### config.mk
export PLATFORM = sky130hd
export DESIGN_NAME = fspc_host
export DESIGN_NICKNAME = d
export VERILOG_FILES = /design/src/fspc_pkg.sv /design/src/fspc_host.sv
export VERILOG_INCLUDE_DIRS = /design/src
export SDC_FILE = /design/constraint.sdc
export NUM_CORES = 1
export LEC_CHECK = 0
export BUFFER_PORTS_ARGS = -buffer_cell sky130_fd_sc_hd__buf_2
export CORE_MARGIN = 3
export CORE_UTILIZATION = 45
export DETAILED_ROUTE_END_ITERATION = 10
export GPL_ROUTABILITY_DRIVEN = 0
export MAX_ROUTING_LAYER = met4
export PLACE_DENSITY = 0.78
export SLEW_MARGIN = 20
export SYNTH_ARGS = -nofsm -noshare
export SYNTH_HDL_FRONTEND = slang
export SYNTH_SLANG_ARGS = --single-unit
### constraint.sdc
create_clock -name clk -period 5.9 [get_ports clk]
set_input_delay 0.59 -clock clk [delete_from_list [all_inputs] [get_ports clk]]
set_output_delay 0.59 -clock clk [all_outputs]
set_load 0.05 [all_outputs]
### src/fspc_cfg.svh
`ifndef FSPC_CFG_SVH
`define FSPC_CFG_SVH

// Clock period and pin widths
`define FSPC_CLK_NS       32'h0000000A
`define FSPC_ADDR_W       20
`define FSPC_DATA_W       8

// Address bit positions used by the protect modes
`define FSPC_A0_BIT       0
`define FSPC_A1_BIT       1
`define FSPC_A6_BIT       6
`define FSPC_A9_BIT       9

// Times in ns: 4000, 4000, 10000, 12000000, 90, 35, 30
`define FSPC_T_VLHT_NS    32'h00000FA0
`define FSPC_T_OESP_NS    32'h00000FA0
`define FSPC_T_WPP1_NS    32'h00002710
`define FSPC_T_WPP2_NS    32'h00B71B00
`define FSPC_T_ACC_NS     32'h0000005A
`define FSPC_T_WP_NS      32'h00000023
`define FSPC_T_WPH_NS     32'h0000001E

// Least times round up to whole cycles
`define FSPC_CYC_UP(ns)   (((ns) + `FSPC_CLK_NS - 32'h00000001) / `FSPC_CLK_NS)
`define FSPC_VLHT_CYC     `FSPC_CYC_UP(`FSPC_T_VLHT_NS)
`define FSPC_OESP_CYC     `FSPC_CYC_UP(`FSPC_T_OESP_NS)
`define FSPC_WPP1_CYC     `FSPC_CYC_UP(`FSPC_T_WPP1_NS)
`define FSPC_WPP2_CYC     `FSPC_CYC_UP(`FSPC_T_WPP2_NS)
`define FSPC_ACC_CYC      `FSPC_CYC_UP(`FSPC_T_ACC_NS)
`define FSPC_WP_CYC       `FSPC_CYC_UP(`FSPC_T_WP_NS)
`define FSPC_WPH_CYC      `FSPC_CYC_UP(`FSPC_T_WPH_NS)

`endif

### src/fspc_pkg.sv
`include "fspc_cfg.svh"

package fspc_pkg;

   typedef enum logic [1:0] {
      FSPC_OP_PROTECT,
      FSPC_OP_UNPROTECT,
      FSPC_OP_VERIFY,
      FSPC_OP_ID_CHECK
   } fspc_op_e;

   typedef enum logic [3:0] {
      FSPC_ST_IDLE,
      FSPC_ST_RAMP,
      FSPC_ST_OESP,
      FSPC_ST_PULSE,
      FSPC_ST_RELEASE,
      FSPC_ST_READ,
      FSPC_ST_ID_LO,
      FSPC_ST_ID_HI,
      FSPC_ST_RST_LO,
      FSPC_ST_RST_HI,
      FSPC_ST_DONE
   } fspc_state_e;

   typedef struct packed {
      fspc_op_e                  op;
      logic [`FSPC_ADDR_W-1:0]   addr;
   } fspc_req_s;

   typedef struct packed {
      logic [`FSPC_DATA_W-1:0]   status;
      logic                      prot;
      logic                      all_zero;
   } fspc_rsp_s;

   typedef struct packed {
      logic [`FSPC_ADDR_W-1:0]   addr;
      logic                      chip_en_n;
      logic                      out_en_n;
      logic                      wr_en_n;
      logic                      hv_a9;
      logic                      hv_oe;
      logic                      hv_reset;
      logic [`FSPC_DATA_W-1:0]   dq_out;
      logic                      dq_oe;
   } fspc_pins_s;

endpackage

### src/fspc_host.sv
// Function
// RL1: protect needs high voltage held on A9 and output enable pins.
// RL2: device refuses program and erase inside a protected sector.
// RL3: protect bit set runs from write-enable falling to rising edge.
// RL4: verify holds A9 high voltage, chip and output enable low, write high.
// RL5: verify with A1 high, A0 and A6 low gives bit0 one if protected.
// RL6: in verify mode the sector address on A19-A16 selects which sector is reported.
// RL7: reads with A1 low in identification mode return identity codes.
// RL8: in-system identification command then A1-high read shows protect bit.
// RL9: host writes reset command to leave identification read mode.
// RL10: unprotect holds high voltage on output enable and A9, chip low, A6 high.
// RL11: chip unprotect runs from write-enable falling to rising edge.
// RL12: completed unprotect clears every sector's protect state together.
// RL13: protecting all sectors before chip unprotect is recommended; the host does not, and the bench protects only SEC_A and SEC_B first.
// RL14: after unprotect, A1-high identification read gives all-zero byte.
// RL15: reset pin at high voltage lifts protection until removed.
// RL16: high voltage on A9, output enable and reset are separate qualifiers.
`timescale 1ns/1ps

`include "fspc_cfg.svh"

module fspc_host #(
   parameter int unsigned            UNPROT_PULSE_CYC = `FSPC_WPP2_CYC,
   parameter logic [`FSPC_ADDR_W-1:0] ID_CMD_ADDR     = 20'h00001,
   parameter logic [`FSPC_DATA_W-1:0] ID_CMD_DATA     = 8'h01,
   parameter logic [`FSPC_DATA_W-1:0] RST_CMD_DATA    = 8'h02
) (
   // Clock, reset, enable
   input  wire logic                    clk,
   input  wire logic                    rstn,
   input  wire logic                    clk_en,
   // Request side
   input  wire logic                    req_valid,
   output logic                         req_ready,
   input  wire fspc_pkg::fspc_req_s     req,
   input  wire logic                    temp_unprot,
   // Answer side
   output logic                         rsp_valid,
   output fspc_pkg::fspc_rsp_s          rsp,
   // Flash pins
   output fspc_pkg::fspc_pins_s         flash,
   input  wire logic [`FSPC_DATA_W-1:0] dq_in
);

   fspc_pkg::fspc_state_e state;
   fspc_pkg::fspc_state_e next_state;
   fspc_pkg::fspc_op_e    op;
   logic [`FSPC_ADDR_W-1:0] addr;
   logic [31:0]           cnt;
   logic                  last;
   fspc_pkg::fspc_pins_s  next_pins;

   function automatic logic [31:0] dur(input fspc_pkg::fspc_state_e st, input fspc_pkg::fspc_op_e o);
      case (st)
         fspc_pkg::FSPC_ST_RAMP:    dur = `FSPC_VLHT_CYC;
         fspc_pkg::FSPC_ST_RELEASE: dur = `FSPC_VLHT_CYC;
         fspc_pkg::FSPC_ST_OESP:    dur = `FSPC_OESP_CYC;
         fspc_pkg::FSPC_ST_PULSE:   dur = (o == fspc_pkg::FSPC_OP_PROTECT) ? `FSPC_WPP1_CYC : UNPROT_PULSE_CYC;
         fspc_pkg::FSPC_ST_READ:    dur = `FSPC_ACC_CYC;
         fspc_pkg::FSPC_ST_ID_LO:   dur = `FSPC_WP_CYC;
         fspc_pkg::FSPC_ST_RST_LO:  dur = `FSPC_WP_CYC;
         fspc_pkg::FSPC_ST_ID_HI:   dur = `FSPC_WPH_CYC;
         fspc_pkg::FSPC_ST_RST_HI:  dur = `FSPC_WPH_CYC;
         default:                   dur = 32'h00000001;
      endcase
   endfunction

   assign req_ready = (state == fspc_pkg::FSPC_ST_IDLE);
   assign last      = (cnt == dur(state, op) - 32'h00000001);

   always_comb begin
      next_state = state;
      case (state)
         fspc_pkg::FSPC_ST_IDLE: begin
            if (req_valid) begin
               next_state = (req.op == fspc_pkg::FSPC_OP_ID_CHECK) ? fspc_pkg::FSPC_ST_ID_LO : fspc_pkg::FSPC_ST_RAMP;
            end
         end
         fspc_pkg::FSPC_ST_RAMP: begin
            if (last) begin
               next_state = (op == fspc_pkg::FSPC_OP_VERIFY) ? fspc_pkg::FSPC_ST_READ : fspc_pkg::FSPC_ST_OESP;
            end
         end
         fspc_pkg::FSPC_ST_OESP:    if (last) next_state = fspc_pkg::FSPC_ST_PULSE;
         fspc_pkg::FSPC_ST_PULSE:   if (last) next_state = fspc_pkg::FSPC_ST_RELEASE;
         fspc_pkg::FSPC_ST_RELEASE: if (last) next_state = fspc_pkg::FSPC_ST_DONE;
         fspc_pkg::FSPC_ST_READ: begin
            if (last) begin
               // Identification mode must be left by the reset command
               next_state = (op == fspc_pkg::FSPC_OP_VERIFY) ? fspc_pkg::FSPC_ST_RELEASE
                                                              : fspc_pkg::FSPC_ST_RST_LO; // RL9
            end
         end
         fspc_pkg::FSPC_ST_ID_LO:   if (last) next_state = fspc_pkg::FSPC_ST_ID_HI;
         fspc_pkg::FSPC_ST_ID_HI:   if (last) next_state = fspc_pkg::FSPC_ST_READ;
         fspc_pkg::FSPC_ST_RST_LO:  if (last) next_state = fspc_pkg::FSPC_ST_RST_HI;
         fspc_pkg::FSPC_ST_RST_HI:  if (last) next_state = fspc_pkg::FSPC_ST_DONE;
         fspc_pkg::FSPC_ST_DONE:    next_state = fspc_pkg::FSPC_ST_IDLE;
         default:                   next_state = fspc_pkg::FSPC_ST_IDLE;
      endcase
   end

   always_ff @(posedge clk) begin
      if (!rstn) begin
         state <= fspc_pkg::FSPC_ST_IDLE;
      end else if (clk_en) begin
         state <= next_state;
      end
   end

   always_ff @(posedge clk) begin
      if (!rstn) begin
         cnt <= 32'h00000000;
      end else if (clk_en) begin
         cnt <= (state != next_state) ? 32'h00000000 : cnt + 32'h00000001;
      end
   end

   always_ff @(posedge clk) begin
      if (!rstn) begin
         op   <= fspc_pkg::FSPC_OP_PROTECT;
         addr <= 20'h00000;
      end else if (clk_en && req_valid && req_ready) begin
         op   <= req.op;
         addr <= req.addr;
      end
   end

   // Pins follow the next state so they line up with the state register
   always_comb begin
      fspc_pkg::fspc_op_e      o;
      logic [`FSPC_ADDR_W-1:0] a;
      o = (state == fspc_pkg::FSPC_ST_IDLE) ? req.op : op;
      a = (state == fspc_pkg::FSPC_ST_IDLE) ? req.addr : addr;
      next_pins           = '0;
      next_pins.chip_en_n = 1'b1;
      next_pins.out_en_n  = 1'b1;
      next_pins.wr_en_n   = 1'b1;
      next_pins.hv_reset  = temp_unprot; // RL15 RL16
      case (next_state)
         fspc_pkg::FSPC_ST_RAMP, fspc_pkg::FSPC_ST_OESP, fspc_pkg::FSPC_ST_PULSE: begin
            next_pins.chip_en_n = 1'b0;
            next_pins.hv_a9     = 1'b1; // RL1 RL16
            next_pins.hv_oe     = (o != fspc_pkg::FSPC_OP_VERIFY); // RL1 RL10 RL16
            next_pins.addr      = a;
            next_pins.addr[`FSPC_A6_BIT] = (o == fspc_pkg::FSPC_OP_UNPROTECT); // RL10
            next_pins.addr[`FSPC_A1_BIT] = 1'b1;
            next_pins.addr[`FSPC_A0_BIT] = 1'b0;
            next_pins.wr_en_n   = (next_state != fspc_pkg::FSPC_ST_PULSE); // RL3 RL11
         end
         fspc_pkg::FSPC_ST_READ: begin
            next_pins.chip_en_n = 1'b0;
            next_pins.out_en_n  = 1'b0;
            next_pins.hv_a9     = (o == fspc_pkg::FSPC_OP_VERIFY); // RL4
            next_pins.addr      = a;
            // A1 high selects protect status, A1 low would give identity codes
            next_pins.addr[`FSPC_A1_BIT] = 1'b1; // RL5 RL7 RL8
            next_pins.addr[`FSPC_A0_BIT] = 1'b0; // RL5
            next_pins.addr[`FSPC_A6_BIT] = 1'b0; // RL5
         end
         fspc_pkg::FSPC_ST_ID_LO, fspc_pkg::FSPC_ST_RST_LO: begin
            next_pins.chip_en_n = 1'b0;
            next_pins.wr_en_n   = 1'b0;
            next_pins.addr      = ID_CMD_ADDR;
            next_pins.dq_oe     = 1'b1;
            next_pins.dq_out    = (next_state == fspc_pkg::FSPC_ST_ID_LO) ? ID_CMD_DATA : RST_CMD_DATA; // RL8 RL9
         end
         fspc_pkg::FSPC_ST_ID_HI, fspc_pkg::FSPC_ST_RST_HI: begin
            next_pins.addr      = ID_CMD_ADDR;
         end
         default: begin
            next_pins.hv_reset  = temp_unprot;
         end
      endcase
   end

   always_ff @(posedge clk) begin
      if (!rstn) begin
         flash <= '{addr: 20'h00000, chip_en_n: 1'b1, out_en_n: 1'b1, wr_en_n: 1'b1, hv_a9: 1'b0,
                    hv_oe: 1'b0, hv_reset: 1'b0, dq_out: 8'h00, dq_oe: 1'b0};
      end else if (clk_en) begin
         flash <= next_pins;
      end
   end

   // Status is taken on the last access cycle, after the full access time
   always_ff @(posedge clk) begin
      if (!rstn) begin
         rsp <= '0;
      end else if (clk_en && state == fspc_pkg::FSPC_ST_READ && last) begin
         rsp.status   <= dq_in;
         rsp.prot     <= dq_in[0]; // RL5 RL8
         rsp.all_zero <= (dq_in == 8'h00); // RL14
      end
   end

   always_ff @(posedge clk) begin
      if (!rstn) begin
         rsp_valid <= 1'b0;
      end else if (clk_en) begin
         rsp_valid <= (next_state == fspc_pkg::FSPC_ST_DONE);
      end
   end

   // Checks
   logic [31:0] we_low_cnt;
   always_ff @(posedge clk) begin
      if (!rstn) begin
         we_low_cnt <= 32'h00000000;
      end else if (clk_en) begin
         we_low_cnt <= flash.wr_en_n ? 32'h00000000 : we_low_cnt + 32'h00000001;
      end
   end
endmodule

==> impl_metrics.json, run 1 <==
{
  "status": "completed",
  "worst_slew_pin_slew_ns": 1.017,
  "synth_commonest_cells": "97 x nand2_1, 94 x dfxtp_1, 45 x nor2_1",
  "post-place-ws_ns": 0.6772,
  "viasPerCell": 5.762,
  "overflow": 0,
  "routed_wl_um": 13070,
  "yosysWarnings": 0,
  "vias": 4754,
  "grt_usage_pct": 21.31,
  "final-max-slew-violation-count": 0,
  "cp-end-kind": "flop",
  "h-tree-depth": 3,
  "path_max_fanout": 20,
  "finalCriticalPeriod_ns": 5.336,
  "rows": 38,
  "r2r-end": "flash[25]",
  "drt_iter0_drc": 471,
  "ys_seq_elements": 94,
  "cp-start-kind": "flop",
  "synth_seq_area_share_pct": 36.63,
  "antenna_found_initial": 0,
  "synth.distinct_cells": 68,
  "avgSynthCellArea_um2": 8.194,
  "wl_per_cell_um": 15.84,
  "rrSetupSlack_ns": 0.56,
  "cts.sinks": 94,
  "cts_setup_buffers": 0,
  "die_x_um": 112.9,
  "fin_ws_ns": 0.5635,
  "num_io_pins": 82,
  "synthesis.area_mm2": 0.005137,
  "drcViolationCount": 0,
  "power.leakage_nw": 2.391,
  "io_buffers": 72,
  "grt_max_degree": 47,
  "fin_setup_tns_ns": 0,
  "syn2layout_area_growth_pct": 13.52,
  "synthMostInstantiatedCell": "nand2_1",
  "required_ns": 6.17,
  "worstPathArrival_ns": 5.61,
  "post-route-period-util_pct": 90.45,
  "initial_utilization_pct": 46.78,
  "hold_viol": 0,
  "rsz0062_at_grt": "false",
  "setup.worst_path.end": "flash[25]",
  "dp_cells": 809,
  "dieArea_mm2": 0.01274,
  "drt_pass1_iterations": 6,
  "min_path_type": "reg -> reg",
  "synthCells": 627,
  "fmax_mhz": 187.4,
  "crit_chain": "or4b_1, o221a_2, inv_1, ha_1, inv_1, nor2_1, ha_1, xnor2_1, or4_1, nor2_1, nand4_1, nor4_4, a211oi_2, nor2_2, mux2i_1, nand2_1, o21ai_0",
  "cts_root_buffer": "clkbuf_16",
  "antennaDiodeCount": 0,
  "synth_top_area_share_pct": 36.63,
  "synth_edf_count": 0,
  "ir_drop_mv": 0.2608,
  "grt_pass1_wl_um": 21830,
  "cts_buffers": 9,
  "ant_nets": 0,
  "async_reset_ff_share_pct": 0,
  "worst_clock_skew_ns": 0.008724,
  "cts_tree": "built",
  "final_nets": 720,
  "cpPeakStageDelay_ns": 0.66,
  "grt_pass1_vias": 4616,
  "clk-insertion-delay-late_ns": 0.36,
  "dp_hpwl_um": 9213,
  "dieHeight_um": 112.9,
  "whs_ns": 0.4514,
  "cts_hold_buf": 0,
  "netlist.top_cell.by_area": "dfxtp_1",
  "crit_slowest_cell": "or4b_1",
  "crit_type": "reg -> reg",
  "max_slew_margin_pct": 31.68,
  "layout-drive-gt1-share_pct": 17.23,
  "crit_start": "state[0]",
  "p_per_area_mw_per_mm2": 267.1,
  "core_mm2": 0.01098,
  "finalSetupViolCount": 0,
  "stdcell_count": 825,
  "drv_cap": 0,
  "cts_max_path_buffers": 2,
  "timing.rr.start": "state[0]",
  "clk_pin_slew_worst_paths_ns": 0.07,
  "r2r_cells": 17,
  "ys.flop_type": "dfxtp_1",
  "synth_top_cells_by_area": "dfxtp_1 37%, nand2_1 7.1%, mux2i_1 6.0%",
  "fillers": 1032
}
-- layer usage --
layer	wire length [um]	GRT usage [%]	vias up
li1	-	-	2296
met1	5692	26.07	2256
met2	6297	34.20	167
met3	793	5.294	35
met4	282	7.692	0
met5	0	-	-
-- cells by family (layout without fill, tap and decap cells) --
| family | after synthesis | count (layout) | synth area share (%) |
|---|---|---|---|
| flip-flops | 94 | 94 | 36.63 |
| AO/OA/AOI/OAI | 127 | 127 | 16.90 |
| adder cells (fa/ha/maj) | 5 | 5 | 1.218 |
| buffers and inverters | 55 | 107 | 5.114 |
| AND/OR/NAND/NOR | 268 | 268 | 26.18 |
| XOR/XNOR | 46 | 46 | 7.842 |
| other | 1 | 7 | 0.07299 |
| multiplexers | 31 | 31 | 6.040 |
-- worst min-delay path by stage --
stage,slack (ns),startpoint,endpoint,cells after the start
2_1_floorplan,0.44,addr[10],addr[10],2
4_1_cts,0.45,flash[32],flash[32],2
3_3_place_gp,0.43,flash[16],flash[16],2
6_report,0.45,flash[32],flash[32],2
5_1_grt,0.47,flash[29],flash[29],2
3_5_place_dp,0.44,flash[32],flash[32],2
-- cell type report --
cell class                      instances  area, um2  share of cell area, %
Tap cell                              140      175.2                  3.004
Clock inverter                          5      67.56                  1.159
Sequential cell                        94       1883                  32.29
Timing Repair Buffer                   79      412.9                  7.080
Inverter                               12      45.04                 0.7724
Clock buffer                           11      232.7                  3.991
Multi-Input combinational cell        484       3015                  51.71
-- sequential cells by signal, summed over array words and instances (netlist names) --
name,count
cnt,32
addr,17
rsp,9
flash,29
rsp_valid,1
op,2
state,4
-- critical path: cells and delay by family (launching register included) --
family | cells | cell delay (ns)
mux | 1 | 0.23
flops | 1 | 0.51
xor+xnor | 1 | 0.14
simple gates | 8 | 2.82
compound gates | 3 | 0.69
buf+inv | 2 | 0.25
fa+ha+maj | 2 | 0.59
-- per-stage QoR --
stage / utilization [%] / total power [mW] / cell area (um2)
2_1_floorplan: - / 0.9084 / 5160
3_3_place_gp: 50.35 / 0.9605 / 5530
3_5_place_dp: 50.35 / 0.9716 / 5530
4_1_cts: 53.09 / 1.564 / 5831
5_1_grt: 53.10 / 1.619 / 5832
6_report: 53.10 / 1.558 / 5832
-- power by group --
| group | leakage (nW) | switching (mW) | internal [mW] |
|---|---|---|---|
| logic | 1.48 | 0.193 | 0.0967 |
| clock network | 0.146 | 0.261 | 0.335 |
| registers | 0.762 | 0.0192 | 0.653 |
-- layout by cell type, fill, tap and decap left out, types with 10 or more instances in the layout --
cell | netlist | routed
nand2_1 | 97 | 97
nor4_1 | 12 | 12
o21ai_0 | 21 | 21
inv_1 | 10 | 10
a21boi_0 | 22 | 22
mux2i_1 | 31 | 31
nor2_2 | 10 | 10
o21ai_1 | 10 | 10
and3_1 | 11 | 11
nor2_1 | 45 | 45
buf_2 | 9 | 72
nand4_1 | 11 | 11
nand3_1 | 20 | 20
nor3_1 | 10 | 10
a21oi_1 | 21 | 21
nor2b_1 | 19 | 19
xor2_1 | 33 | 33
dfxtp_1 | 94 | 93
xnor2_1 | 13 | 13
-- timing repair --
action / CTS / global route
endpoints found under the hold margin: 0 / 0
gates resized for setup: 0 / 1
setup endpoints to repair: 0 / 1
Note: power is estimated with default switching activity, not from simulation.
==> run 2: changes to the inputs <==
CTS_BUF_LIST = sky130_fd_sc_hd__clkbuf_8   (was not set)
==> run 2 against run 1 <==
  * Core utilization decreased by 0.93 points
  * Sequential power hardly changed
  * First-iteration DRC count shrank 2.1%
  * Routed wire length down 0.89%
  * Clock skew up 0.011 ns
  * Combinational power is essentially flat
  * Critical path depth unchanged
  * Clock-buffer cell count fell by 2
  * Highest routed layer unchanged
  * Maximum frequency shrank 0.82%
  * Sequential share of layout area increased by 0.56 points
  * Critical endpoint is now flash[19]
  * Largest cell class unchanged
  * Die area is the same
  * Total power shrank 9.8%
==> impl_metrics.json, run 2 (same netlist as run 1, synthesis figures left out) <==
{
  "vias": 4707,
  "initial_utilization_pct": 46.78,
  "cts_max_path_buffers": 2,
  "worst_clock_skew_ns": 0.01986,
  "worstPathArrival_ns": 5.69,
  "cp_top_family": "simple AND/OR/NAND/NOR gates",
  "rrSetupSlack_ns": 0.52,
  "timing.critical_path.mode_cell": "nor2_1",
  "overflow": 0,
  "drcViolationCount": 0,
  "finalSetupViolCount": 0,
  "cts_hold_buf": 0,
  "cpPeakStageDelay_ns": 0.78,
  "path_max_fanout": 23,
  "regMostFlops": "cnt",
  "p_per_area_mw_per_mm2": 245.2,
  "dieHeight_um": 112.9,
  "cp-end-kind": "flop",
  "grt_max_degree": 47,
  "final-max-slew-violation-count": 0,
  "cts_tree": "built",
  "worst_slew_pin_slew_ns": 1.007,
  "min_path_type": "in -> reg",
  "fin_setup_tns_ns": 0,
  "final_nets": 720,
  "grt_pass1_vias": 4594,
  "viasPerCell": 5.705,
  "crit_type": "reg -> reg",
  "antenna_found_initial": 0,
  "crit_slowest_cell": "dfxtp_1",
  "die_x_um": 112.9,
  "num_io_pins": 82,
  "reg_top3": "cnt: 32 flops, flash: 29 flops, addr: 17 flops",
  "hold_viol": 0,
  "finalCriticalPeriod_ns": 5.381,
  "power.leakage_nw": 2.353,
  "cts_buffers": 9,
  "cp_num_cells": 17,
  "cts_root_buffer": "clkbuf_8",
  "cts_setup_buffers": 0,
  "hold_depth": 3,
  "drt_pass1_iterations": 6,
  "grt_pass1_wl_um": 21690,
  "r2r_cells": 17,
  "largest_register_ffs": 32,
  "ir_drop_mv": 0.2078,
  "dp_hpwl_um": 9213,
  "ant_nets": 0,
  "syn2layout_area_growth_pct": 11.52,
  "crit_chain": "nor2_1, o221a_2, inv_1, ha_1, inv_1, nor2_1, ha_1, xnor2_1, or4_1, nor2_1, nand4_1, nor4_4, a211oi_2, nor2_2, mux2i_1, nand2_1, o21ai_0",
  "dieArea_mm2": 0.01274,
  "cts_resized": 0,
  "grt_usage_pct": 21.20,
  "io_buffers": 72,
  "rows": 38,
  "status": "completed",
  "drt_iter0_drc": 461,
  "clk-insertion-delay-late_ns": 0.40,
  "drv_cap": 0,
  "routed_wl_um": 12950,
  "fmax_mhz": 185.9,
  "post-route-period-util_pct": 91.20,
  "antennaDiodeCount": 0,
  "cp-start-kind": "flop",
  "max_slew_margin_pct": 32.36,
  "h-tree-depth": 3,
  "rsz0062_at_grt": "false",
  "layout-drive-gt1-share_pct": 17.08,
  "clk_pin_slew_worst_paths_ns": 0.11,
  "layout_common_cells": "97 x nand2_1, 94 x dfxtp_1, 72 x buf_2",
  "cp_num_buf_inv": 2,
  "cts.sinks": 94,
  "wl_per_cell_um": 15.70,
  "required_ns": 6.21,
  "layout_commonest_cell": "nand2_1",
  "core_mm2": 0.01098,
  "total_power_mw": 1.405
}
run 2: cell types whose count changed in the layout (fill, tap and decap cells not counted):
cell	change
clkbuf_1	-2
clkbuf_16	-9
clkbuf_8	+9
dfxtp_1	+1
dfxtp_2	-1
inv_1	+2
run 2: routing by layer:
metal  wire length, um  global-route usage, %
met4               289                  7.212
met2              6246                  33.89
met3               711                  5.294
met5                 0                      -
met1              5702                  26.21
run 2: worst reg2reg max path, cell delays in order, from the launching register on:
cell	delay (ns)
dfxtp_1	0.78
nor2_1	0.27
o221a_2	0.37
inv_1	0.06
ha_1	0.30
inv_1	0.18
nor2_1	0.21
ha_1	0.28
xnor2_1	0.14
or4_1	0.40
nor2_1	0.13
nand4_1	0.19
nor4_4	0.46
a211oi_2	0.22
nor2_2	0.38
mux2i_1	0.23
nand2_1	0.39
o21ai_0	0.30
run 2: report_power, final:
part           leakage [nW]  switching [mW]  internal, mW
clock                 0.108           0.245         0.199
combinational          1.48           0.192        0.0967
sequential            0.762          0.0191         0.653
run 2: path summary, 6_finish.rpt:
path                            startpoint        end
worst max-delay path              state[1]  flash[19]
worst min-delay path               req[12]   addr[12]
worst max register to register    state[1]  flash[19]
worst min register to register   flash[16]  flash[16]
run 2: metrics by stage:
stage          setup WS (ns)  utilization (%)  hold WS, ns  std cells  area [um2]
2_1_floorplan          1.259                -       0.4428        633        5160
4_1_cts               0.6461            52.16       0.4355        825        5729
3_5_place_dp          0.6772            50.35       0.4436        809        5530
3_3_place_gp          0.8452            50.35       0.4313        809        5530
5_1_grt              0.03160            52.16       0.4524        825        5729
6_report              0.5194            52.16       0.4513        825        5729
run 2: final cells by class:
class                      instances  area, um2
fill                            1041       5254
multi-input combinational        484       3015
sequential                        94       1882
timing repair buffer              79      412.9
tap                              140      175.2
clock buffer                       9      123.9
clock inverter                     7      75.07
inverter                          12      45.04
